$ cat src/rtl/tss_map.vh
// Register map, field positions, reset values and timing counts of the touch scan control.
// Included by every touch scan design file; holds definitions only.
`ifndef TSS_MAP_VH
`define TSS_MAP_VH

// Register byte addresses.
`define TSS_ADDR_CTRL 8'h00
`define TSS_ADDR_CH0 8'h04
`define TSS_ADDR_CH1 8'h08
`define TSS_ADDR_EN_LO 8'h0C
`define TSS_ADDR_EN_HI 8'h10
`define TSS_ADDR_STAT 8'h14
`define TSS_ADDR_RES 8'h18

// Fields of touch_control_0.
`define TSS_CR_START 0
`define TSS_CR_EXT 1
`define TSS_CR_MODE_LO 2
`define TSS_CR_MODE_HI 3
`define TSS_CR_CLK_LO 4
`define TSS_CR_CLK_HI 5
`define TSS_CR_SYNC 6
`define TSS_CR_HIGH 7
`define TSS_CR_RESET 8'h00

// Measurement modes.
`define TSS_MODE_SINGLE 2'h0
`define TSS_MODE_MULTI 2'h1
`define TSS_MODE_MUTUAL 2'h2

// Operating clock selections.
`define TSS_CLK_DIV1 2'h0
`define TSS_CLK_DIV2 2'h1
`define TSS_CLK_DIV4 2'h2

// Status bits.
`define TSS_ST_BUSY 0
`define TSS_ST_WAIT 1
`define TSS_ST_DONE 2
`define TSS_ST_ERR 3
`define TSS_ST_CUR_LO 8
`define TSS_ST_CUR_HI 13

// Channel codes and sizes.
`define TSS_PINS 36
`define TSS_CH_STOP 6'h3F
`define TSS_CH_LAST 6'h23
`define TSS_CH_RESET 6'h00
`define TSS_EN_RESET 32'h0000_0000
`define TSS_EN_HI_RESET 4'h0

// Measurement window length in operating clock ticks.
`define TSS_WIN_TICKS 16'h0100

`endif

$ cat src/rtl/tss_clk_div.v
// Operating clock enable for the touch scan control.
// Assumes one free-running peripheral clock; the selection may change at any time.
`timescale 1ns/10ps
`include "tss_map.vh"

module tss_clk_div
(
    // Clock and reset.
    input wire ref_clk,
    input wire rst,
    // Rate selection and tick.
    input wire [1:0] clk_sel,
    output wire op_tick
);
    reg [1:0] cnt_q;

    always @(posedge ref_clk or posedge rst)
    begin
        if (rst)
            cnt_q <= 2'h0;
        else
            cnt_q <= cnt_q + 2'h1;
    end

    // An undefined selection falls back to the slowest rate.
    assign op_tick = (clk_sel == `TSS_CLK_DIV1) ? 1'b1 :
                     (clk_sel == `TSS_CLK_DIV2) ? (cnt_q[0] == 1'b1) :
                     (cnt_q == 2'h3);
endmodule // tss_clk_div

$ cat src/rtl/tss_scan_ctrl.v
// Scan control of the capacitive touch sensing unit: registers, trigger, channel walk,
// measurement window with noise prevention, and electrode drive.
// Assumes synchronous inputs on ref_clk and a bus master that never overlaps strobes.
//
// Contract
// - The operating clock is the peripheral clock, or that clock halved or quartered.
// - Up to 36 sense pins 0 to 35 exist, and a reduced variant has a 24-pin subset.
// - Single scan mode measures exactly the one channel named by channel select 0.
// - Multi-scan mode measures every enabled channel in turn by the self method.
// - Mutual full scan measures every enabled channel in turn by the mutual method.
// - A measurement starts on the software start bit or on an event link trigger.
// - Synchronous noise prevention and high-range noise prevention act on every sample.
// - Channel select 0 is a 6-bit binary pin number, 000000 for pin 0 to 100011 for pin 35.
// - Outside single scan mode the all-ones channel code means measurement is stopped.
// - Channel select 1 uses the same 6-bit coding as channel select 0, stop code included.
//
// Design decisions made here: the plain strobed port and the placing of the registers.
`timescale 1ns/10ps
`include "tss_map.vh"

module tss_scan_ctrl
#(
    parameter REDUCED = 0
)
(
    // Clock and reset.
    input wire ref_clk,
    input wire rst,
    // Register port.
    input wire [7:0] reg_addr,
    input wire [31:0] reg_wdata,
    input wire reg_wr,
    input wire reg_rd,
    output reg [31:0] reg_rdata,
    // Event link trigger.
    input wire event_trig,
    // Sense electrodes.
    input wire [35:0] sense_pin_in,
    output reg [35:0] sense_pin_out,
    output reg [35:0] sense_pin_oe,
    // Filter capacitor pin.
    output reg filter_cap_pin_en
);
    localparam ST_IDLE = 2'h0;
    localparam ST_ARM = 2'h1;
    localparam ST_MEAS = 2'h2;

    reg [7:0] ctrl_q;
    reg [5:0] ch0_q;
    reg [5:0] ch1_q;
    reg [31:0] en_lo_q;
    reg [3:0] en_hi_q;
    reg [1:0] state_q;
    reg [5:0] cur_q;
    reg [15:0] win_q;
    reg [15:0] acc_q;
    reg [15:0] res_q;
    reg [5:0] res_ch_q;
    reg phase_q;
    reg s0_q;
    reg s1_q;
    reg s2_q;
    reg done_q;
    reg err_q;

    // True where the pin number names an implemented electrode.
    function pin_ok;
        input [5:0] code;
        begin
            if (code > `TSS_CH_LAST)
                pin_ok = 1'b0;
            else if (REDUCED == 0)
                pin_ok = 1'b1;
            else
                pin_ok = (code <= 6'h09) || (code == 6'h0C) || (code == 6'h0D) ||
                         ((code >= 6'h0F) && (code <= 6'h14)) || (code == 6'h16) ||
                         (code == 6'h17) || (code == 6'h1B) || (code == 6'h1E) ||
                         (code == 6'h21) || (code == 6'h23);
        end
    endfunction

    // First enabled channel at or above from; the stop code when none is left.
    function [5:0] next_from;
        input [35:0] en;
        input [6:0] from;
        integer i;
        reg found;
        begin
            next_from = `TSS_CH_STOP;
            found = 1'b0;
            for (i = 0; i < `TSS_PINS; i = i + 1)
            begin
                if (!found && (i >= from) && en[i])
                begin
                    next_from = i[5:0];
                    found = 1'b1;
                end
            end
        end
    endfunction

    wire [35:0] impl_mask;
    genvar g;
    generate
        for (g = 0; g < `TSS_PINS; g = g + 1)
        begin : g_mask
            localparam [31:0] PIN_WIDE = g;
            assign impl_mask[g] = pin_ok(PIN_WIDE[5:0]);
        end
    endgenerate

    wire op_tick;
    tss_clk_div u_div
    (
        .ref_clk(ref_clk),
        .rst(rst),
        .clk_sel(ctrl_q[`TSS_CR_CLK_HI:`TSS_CR_CLK_LO]),
        .op_tick(op_tick)
    );

    wire [1:0] mode = ctrl_q[`TSS_CR_MODE_HI:`TSS_CR_MODE_LO];
    wire single = (mode == `TSS_MODE_SINGLE);
    wire mutual = (mode == `TSS_MODE_MUTUAL);
    wire [35:0] chan_en = {en_hi_q, en_lo_q} & impl_mask;
    wire stop_code = !single && ((ch0_q == `TSS_CH_STOP) || (ch1_q == `TSS_CH_STOP));
    // A start with an unusable code is refused instead of driving a missing pin.
    wire codes_bad = !stop_code && (!pin_ok(ch0_q) || (mutual && !pin_ok(ch1_q)));
    wire [5:0] first_ch = single ? ch0_q : next_from(chan_en, 7'h00);
    wire [5:0] next_ch = single ? `TSS_CH_STOP : next_from(chan_en, {1'b0, cur_q} + 7'h01);

    // Three-sample majority removes short high-range spikes.
    wire maj = (s0_q & s1_q) | (s1_q & s2_q) | (s0_q & s2_q);
    wire sample = ctrl_q[`TSS_CR_HIGH] ? maj : s0_q;
    // Counting only samples that follow the alternating drive cancels noise locked to it.
    wire hit = ctrl_q[`TSS_CR_SYNC] ? (sample == phase_q) : sample;

    wire wr_ctrl = reg_wr && (reg_addr == `TSS_ADDR_CTRL);
    wire wr_stat = reg_wr && (reg_addr == `TSS_ADDR_STAT);
    wire launch = ((state_q == ST_IDLE) && ctrl_q[`TSS_CR_START] && !ctrl_q[`TSS_CR_EXT]) ||
                  ((state_q == ST_ARM) && event_trig);
    wire none_left = (first_ch == `TSS_CH_STOP);
    wire last_tick = (state_q == ST_MEAS) && op_tick && (win_q == 16'h0000);
    wire finish = last_tick && (next_ch == `TSS_CH_STOP);
    wire abort = (state_q != ST_IDLE) && (!ctrl_q[`TSS_CR_START] || stop_code);
    wire refuse = (state_q == ST_IDLE) && ctrl_q[`TSS_CR_START] && (stop_code || codes_bad);

    always @(posedge ref_clk or posedge rst)
    begin
        if (rst)
        begin
            ctrl_q <= `TSS_CR_RESET;
            ch0_q <= `TSS_CH_RESET;
            ch1_q <= `TSS_CH_RESET;
            en_lo_q <= `TSS_EN_RESET;
            en_hi_q <= `TSS_EN_HI_RESET;
            done_q <= 1'b0;
            err_q <= 1'b0;
        end
        else
        begin
            if (wr_ctrl)
                ctrl_q <= reg_wdata[7:0];
            else if (finish || refuse || (launch && none_left))
                ctrl_q[`TSS_CR_START] <= 1'b0;
            if (reg_wr && (reg_addr == `TSS_ADDR_CH0))
                ch0_q <= reg_wdata[5:0];
            if (reg_wr && (reg_addr == `TSS_ADDR_CH1))
                ch1_q <= reg_wdata[5:0];
            if (reg_wr && (reg_addr == `TSS_ADDR_EN_LO))
                en_lo_q <= reg_wdata;
            if (reg_wr && (reg_addr == `TSS_ADDR_EN_HI))
                en_hi_q <= reg_wdata[3:0];
            // Hardware set wins over a write-one clear in the same cycle.
            if (finish || (launch && none_left))
                done_q <= 1'b1;
            else if (wr_stat && reg_wdata[`TSS_ST_DONE])
                done_q <= 1'b0;
            if (refuse && codes_bad)
                err_q <= 1'b1;
            else if (wr_stat && reg_wdata[`TSS_ST_ERR])
                err_q <= 1'b0;
        end
    end

    always @(posedge ref_clk or posedge rst)
    begin
        if (rst)
        begin
            state_q <= ST_IDLE;
            cur_q <= `TSS_CH_RESET;
            win_q <= 16'h0000;
            acc_q <= 16'h0000;
            res_q <= 16'h0000;
            res_ch_q <= `TSS_CH_RESET;
            phase_q <= 1'b0;
        end
        else
        begin
            case (state_q)
                ST_IDLE:
                begin
                    if (refuse)
                        state_q <= ST_IDLE;
                    else if (ctrl_q[`TSS_CR_START] && ctrl_q[`TSS_CR_EXT])
                        state_q <= ST_ARM;
                    else if (launch && !none_left)
                    begin
                        state_q <= ST_MEAS;
                        cur_q <= first_ch;
                        win_q <= `TSS_WIN_TICKS - 16'h0001;
                        acc_q <= 16'h0000;
                        phase_q <= 1'b0;
                    end
                end
                ST_ARM:
                begin
                    if (abort || (launch && none_left))
                        state_q <= ST_IDLE;
                    else if (launch)
                    begin
                        state_q <= ST_MEAS;
                        cur_q <= first_ch;
                        win_q <= `TSS_WIN_TICKS - 16'h0001;
                        acc_q <= 16'h0000;
                        phase_q <= 1'b0;
                    end
                end
                ST_MEAS:
                begin
                    if (abort)
                        state_q <= ST_IDLE;
                    else if (op_tick)
                    begin
                        phase_q <= ~phase_q;
                        if (win_q == 16'h0000)
                        begin
                            res_q <= acc_q + {15'h0000, hit};
                            res_ch_q <= cur_q;
                            acc_q <= 16'h0000;
                            win_q <= `TSS_WIN_TICKS - 16'h0001;
                            phase_q <= 1'b0;
                            if (next_ch == `TSS_CH_STOP)
                                state_q <= ST_IDLE;
                            else
                                cur_q <= next_ch;
                        end
                        else
                        begin
                            win_q <= win_q - 16'h0001;
                            acc_q <= acc_q + {15'h0000, hit};
                        end
                    end
                end
                default:
                    state_q <= ST_IDLE;
            endcase
        end
    end

    // Sample pipeline of the channel under measurement.
    always @(posedge ref_clk or posedge rst)
    begin
        if (rst)
        begin
            s0_q <= 1'b0;
            s1_q <= 1'b0;
            s2_q <= 1'b0;
            filter_cap_pin_en <= 1'b0;
        end
        else
        begin
            if (op_tick)
            begin
                s0_q <= sense_pin_in[cur_q];
                s1_q <= s0_q;
                s2_q <= s1_q;
            end
            filter_cap_pin_en <= (state_q == ST_MEAS);
        end
    end

    // Self methods drive the measured pin; the mutual method drives channel select 1 as
    // transmitter and leaves the measured receiver pin undriven.
    wire [35:0] oe_d;
    wire [35:0] out_d;
    generate
        for (g = 0; g < `TSS_PINS; g = g + 1)
        begin : g_pin
            localparam [31:0] PIN_WIDE = g;
            wire drv = (state_q == ST_MEAS) &&
                       (mutual ? (ch1_q == PIN_WIDE[5:0]) : (cur_q == PIN_WIDE[5:0]));
            assign oe_d[g] = drv;
            assign out_d[g] = drv && (phase_q || (!mutual && !ctrl_q[`TSS_CR_SYNC]));
        end
    endgenerate

    // One process owns both electrode vectors so every bit has a single driver.
    always @(posedge ref_clk or posedge rst)
    begin
        if (rst)
        begin
            sense_pin_oe <= 36'h0_0000_0000;
            sense_pin_out <= 36'h0_0000_0000;
        end
        else
        begin
            sense_pin_oe <= oe_d;
            sense_pin_out <= out_d;
        end
    end

    always @(posedge ref_clk or posedge rst)
    begin
        if (rst)
            reg_rdata <= 32'h0000_0000;
        else if (reg_rd)
        begin
            case (reg_addr)
                `TSS_ADDR_CTRL: reg_rdata <= {24'h00_0000, ctrl_q};
                `TSS_ADDR_CH0: reg_rdata <= {26'h000_0000, ch0_q};
                `TSS_ADDR_CH1: reg_rdata <= {26'h000_0000, ch1_q};
                `TSS_ADDR_EN_LO: reg_rdata <= en_lo_q;
                `TSS_ADDR_EN_HI: reg_rdata <= {28'h000_0000, en_hi_q};
                `TSS_ADDR_STAT: reg_rdata <= {18'h0_0000, cur_q, 4'h0, err_q, done_q,
                                              (state_q == ST_ARM), (state_q == ST_MEAS)};
                `TSS_ADDR_RES: reg_rdata <= {10'h000, res_ch_q, res_q};
                default: reg_rdata <= 32'h0000_0000;
            endcase
        end
        else
            reg_rdata <= 32'h0000_0000;
    end
endmodule // tss_scan_ctrl

$ cat config.mk
export PLATFORM = sky130hd
export DESIGN_NAME = tss_scan_ctrl
export DESIGN_NICKNAME = d
export VERILOG_FILES = /design/src/rtl/tss_clk_div.v /design/src/rtl/tss_scan_ctrl.v
export VERILOG_INCLUDE_DIRS = /design/src /design/src/rtl
export SDC_FILE = /design/constraint.sdc
export NUM_CORES = 1
export LEC_CHECK = 0
export BUFFER_PORTS_ARGS = -buffer_cell sky130_fd_sc_hd__buf_2
export CAP_MARGIN = 20
export CORE_UTILIZATION = 48
export CTS_CLUSTER_DIAMETER = 40
export DETAILED_ROUTE_END_ITERATION = 16
export PLACE_DENSITY_LB_ADDON = 0.15
export SKIP_LAST_GASP = 1
export SYNTH_ARGS = -nofsm -noshare
export SYNTH_HDL_FRONTEND = slang
export SYNTH_SLANG_ARGS = --single-unit
$ cat constraint.sdc
create_clock -name ref_clk -period 8.05 [get_ports ref_clk]
set_input_delay 1.61 -clock ref_clk [delete_from_list [all_inputs] [get_ports ref_clk]]
set_output_delay 1.61 -clock ref_clk [all_outputs]
set_load 0.02 [all_outputs]
==> summary.md <==
| Metric | Value |
|---|---|
| RSZ-0062 raised after global routing | false |
| First-pass DRT Iterations | 7 |
| Clk buf depth | 3 |
| Starting Density | between 40% and 50% |
| Crit Path Max Fanout | 24 |
| R2R depth | 13 |
| Post-CTS sizing | 0 |
| Setup crit end | cur_q[2]$_DFFE_PP0P_ |
| Chip Height | 161 um |
| Clock transition at the registers of the reported paths | 60 ps |
| Detailed-route via count | about 10,000 |
| Final antenna diode count | 0 |
| Reg2reg end | cur_q[2]$_DFFE_PP0P_ |
| Setup slack, reg-to-reg | 3780 ps |
| Async S/R FF share, synth | 100% |
| FF-to-FF Start | cur_q[0]$_DFFE_PP0P_ |
| Highest Clock Rate | 0.234 GHz |
| Ys Warns | 0 |
| Root buf cell | clkbuf_16 |
| Total power | between 4 and 5 mW |
| Slowest CP cell | xnor2_1 |
| Top FF cell, synth | dfrtp_1 |
| I/O pins | 186 |
| Crit path buffers/inverters | 2 |
| Total Routed Length | 36,700 um |
| Die Width | 161 um |
| Max_cap viols | 0 |
| Die footprint | about 26,000 um2 |
| Worst skew pair latency | between 500 and 600 ps |
| Sequential fraction of the synthesis area | 47.9% |
| CP peak stage delay | about 720 ps |
| All-Layer GR Usage | 28.7% |
| H-Tree Depth | 2 |
| Post-synth top area cell | dfrtp_1 |
| # rows | 57 |
| Synth Register Bits | 231 |
| Initial antenna violation count | 1 |
| Run status | finished clean |
| Post-Layout Cell Count | 1,725 |
| Post-synthesis cell type count | 97 |
| HPWL after DPL | ~26,000 um |
| Worst IR drop on VDD | 167 uV |
| Core area | 24,500 um2 |
| Fin. Hold Viols | 0 |
| Critical-path cell list | buf_4 > ha_1 > buf_4 > xnor2_1 > nand2b_1 > a21boi_1 > nand2b_1 > o41ai_4 > and2b_2 > a41oi_1 > nor2_1 > nor2_2 > mux2_2 |
| Final Cycle Share | a little over half |
| Arrival time at the worst endpoint | 4660 ps |
| Leak pwr | 6.81 nW |
| Mean post-synth cell area | 10.0 um2 |
| Share of cells above drive strength 1 | 27.6% |
| Worst hold path type | reg -> reg |
| Final setup violation count | 0 |
| I/O Buffers | 185 |
| Largest net degree at the start of global routing | 92 |
| Clock Skews | 23.8 ps |
| Yosys top cell area share | 47.9% |
| Max-slew violations | 0 |
| Post-synth EDFFs | 0 |
| Worst hold slack | around 450 ps |
| TritonCTS clock tree | built |
| Grt ovf | 0 |
| DRC errors left | 0 |
| CTS buffer count | 34 |
| RePlAce Congestion | around 1 |
| Clock Sinks | 231 |
| Post-route ant nets | 0 |
| Top-count cell post-synth | dfrtp_1 |
| First-pass GRT wire length | 57,600 um |
| Vias per inst | 6.08 |
| Nets@finish | 1,464 |
| Fin crit period | approximately 4300 ps |
| Setup_tns | 0 ps |
| Drt wl/cell | roughly 21 um |
| CP Launch Point | cur_q[0]$_DFFE_PP0P_ |
| Req. time, crit path | 8440 ps |
| Slew Limit Headroom | a little over a quarter |
| CP startpoint kind | flip-flop |
| Synth top cells by count | dfrtp_1, nor2_1, nand2_1, mux2_2, o21ai_0 |
| Cts hold-fix bufs | 0 |
| DR iter-0 viols | 940 |
| Postcts setup bufs | 0 |
| CP Class | reg -> reg |
| Cells taking the most area after synthesis | dfrtp_1, mux2_2, nor2_1, nand2_1, o21ai_0 |
| Placed cells | ~1,700 |
| Area grow syn2layout | 19.7% |
| Crit path max-delay family | simple AND/OR/NAND/NOR gates |
| Syn nets | 1,290 |
| Layout Utilization | 59.1% |
| Post-Syn Instances | 1,201 |
| PwrDens | 311 nW/um2 |
| Crit. End Element | flip-flop |
| Syn Std Cell Area | 12,100 um2 |
| Worst slew pin tran | 1090 ps |
| Vias in the first global route | 10,300 |
| WP depth | 13 |
## sequential cells by signal (all words and copies together), names as in the netlist, 8 cells and up
name and cells:
acc_q 16, sense_pin_oe 36, reg_rdata 32, res_q 16, sense_pin_out 36, win_q 16
ctrl_q 8, en_lo_q 32
## cell usage in the layout (no fill, tap or decap), types with 7 or more instances in the layout
cell         n
dfrtp_1    231
buf_4       18
and3_1      33
clkbuf_16   34
nor4_1      11
o21ai_0     64
or3_1       14
inv_1       17
o211ai_1    10
nand4_1      9
ha_1         8
and2_1      11
mux2_2      67
nor2_1     169
nand2b_1    27
buf_2      185
a211oi_1     7
a21oi_1     46
nand2_1     98
a22oi_1     23
nand3_1     28
xnor2_1     20
nor3_1      27
mux4_2      11
a222oi_1    13
a31oi_1     14
nor2b_1      7
o31ai_1     14
o31a_1       7
## layer usage
layer  GRT usage [%]  wire [um]  up-vias
met3            5.79       2880       92
met2            45.4      17000      489
li1                -          -     4762
met5               0          0        -
met4            11.7       1210        0
met1            38.7      15500     5144
## cell families (layout without fill, tap and decap cells)
group                      Yosys count  after routing  synth area share [%]
xor gates and xnor gates            24             24                  1.96
DFF                                231            231                  47.9
and+or+nand+nor                    483            483                  20.2
adders and majority gates            8              8                 0.830
buffers and inverters               84            284                  3.31
muxes                               79             79                  8.39
AOI/OAI and AO/OA                  292            292                  17.4
## final cells by class
| cell class | count | area (um2) |
|---|---|---|
| clock buffers | 41 | 917 |
| clock inverters | 21 | 315 |
| fillers | 2129 | 10000 |
| inverters | 19 | 78.8 |
| multi-input cells | 886 | 5890 |
| flip-flops and latches | 231 | 5780 |
| well taps | 324 | 405 |
| repair buffers | 203 | 1060 |
## how the worst min path moves through the flow
stage | slack [ps] | cells past startpoint | from | end
after global placement | 430 | 1 | u_div.cnt_q[0]$_DFF_PP0_ | u_div.cnt_q[0]$_DFF_PP0_
after detailed placement | 440 | 1 | u_div.cnt_q[0]$_DFF_PP0_ | u_div.cnt_q[0]$_DFF_PP0_
after floorplan | 410 | 1 | u_div.cnt_q[0]$_DFF_PP0_ | u_div.cnt_q[0]$_DFF_PP0_
after CTS | 450 | 1 | u_div.cnt_q[0]$_DFF_PP0_ | u_div.cnt_q[0]$_DFF_PP0_
after global routing | 490 | 1 | u_div.cnt_q[0]$_DFF_PP0_ | u_div.cnt_q[0]$_DFF_PP0_
final | 450 | 1 | u_div.cnt_q[0]$_DFF_PP0_ | u_div.cnt_q[0]$_DFF_PP0_
## where the power goes
part           switching [mW]  total, mW  internal (mW)
Sequential              0.153       1.40           1.25
Clock                   0.592       1.56          0.972
Combinational            1.02       1.52          0.503
## stage by stage
step                cell area [um2]  setup slack, ps
finish                        14400             3780
global route                  14400             3500
CTS                           14400             3870
detailed placement            13200             3870
global placement              13200             4030
floorplan                     12100              107
(Power assumes the default switching activity.)
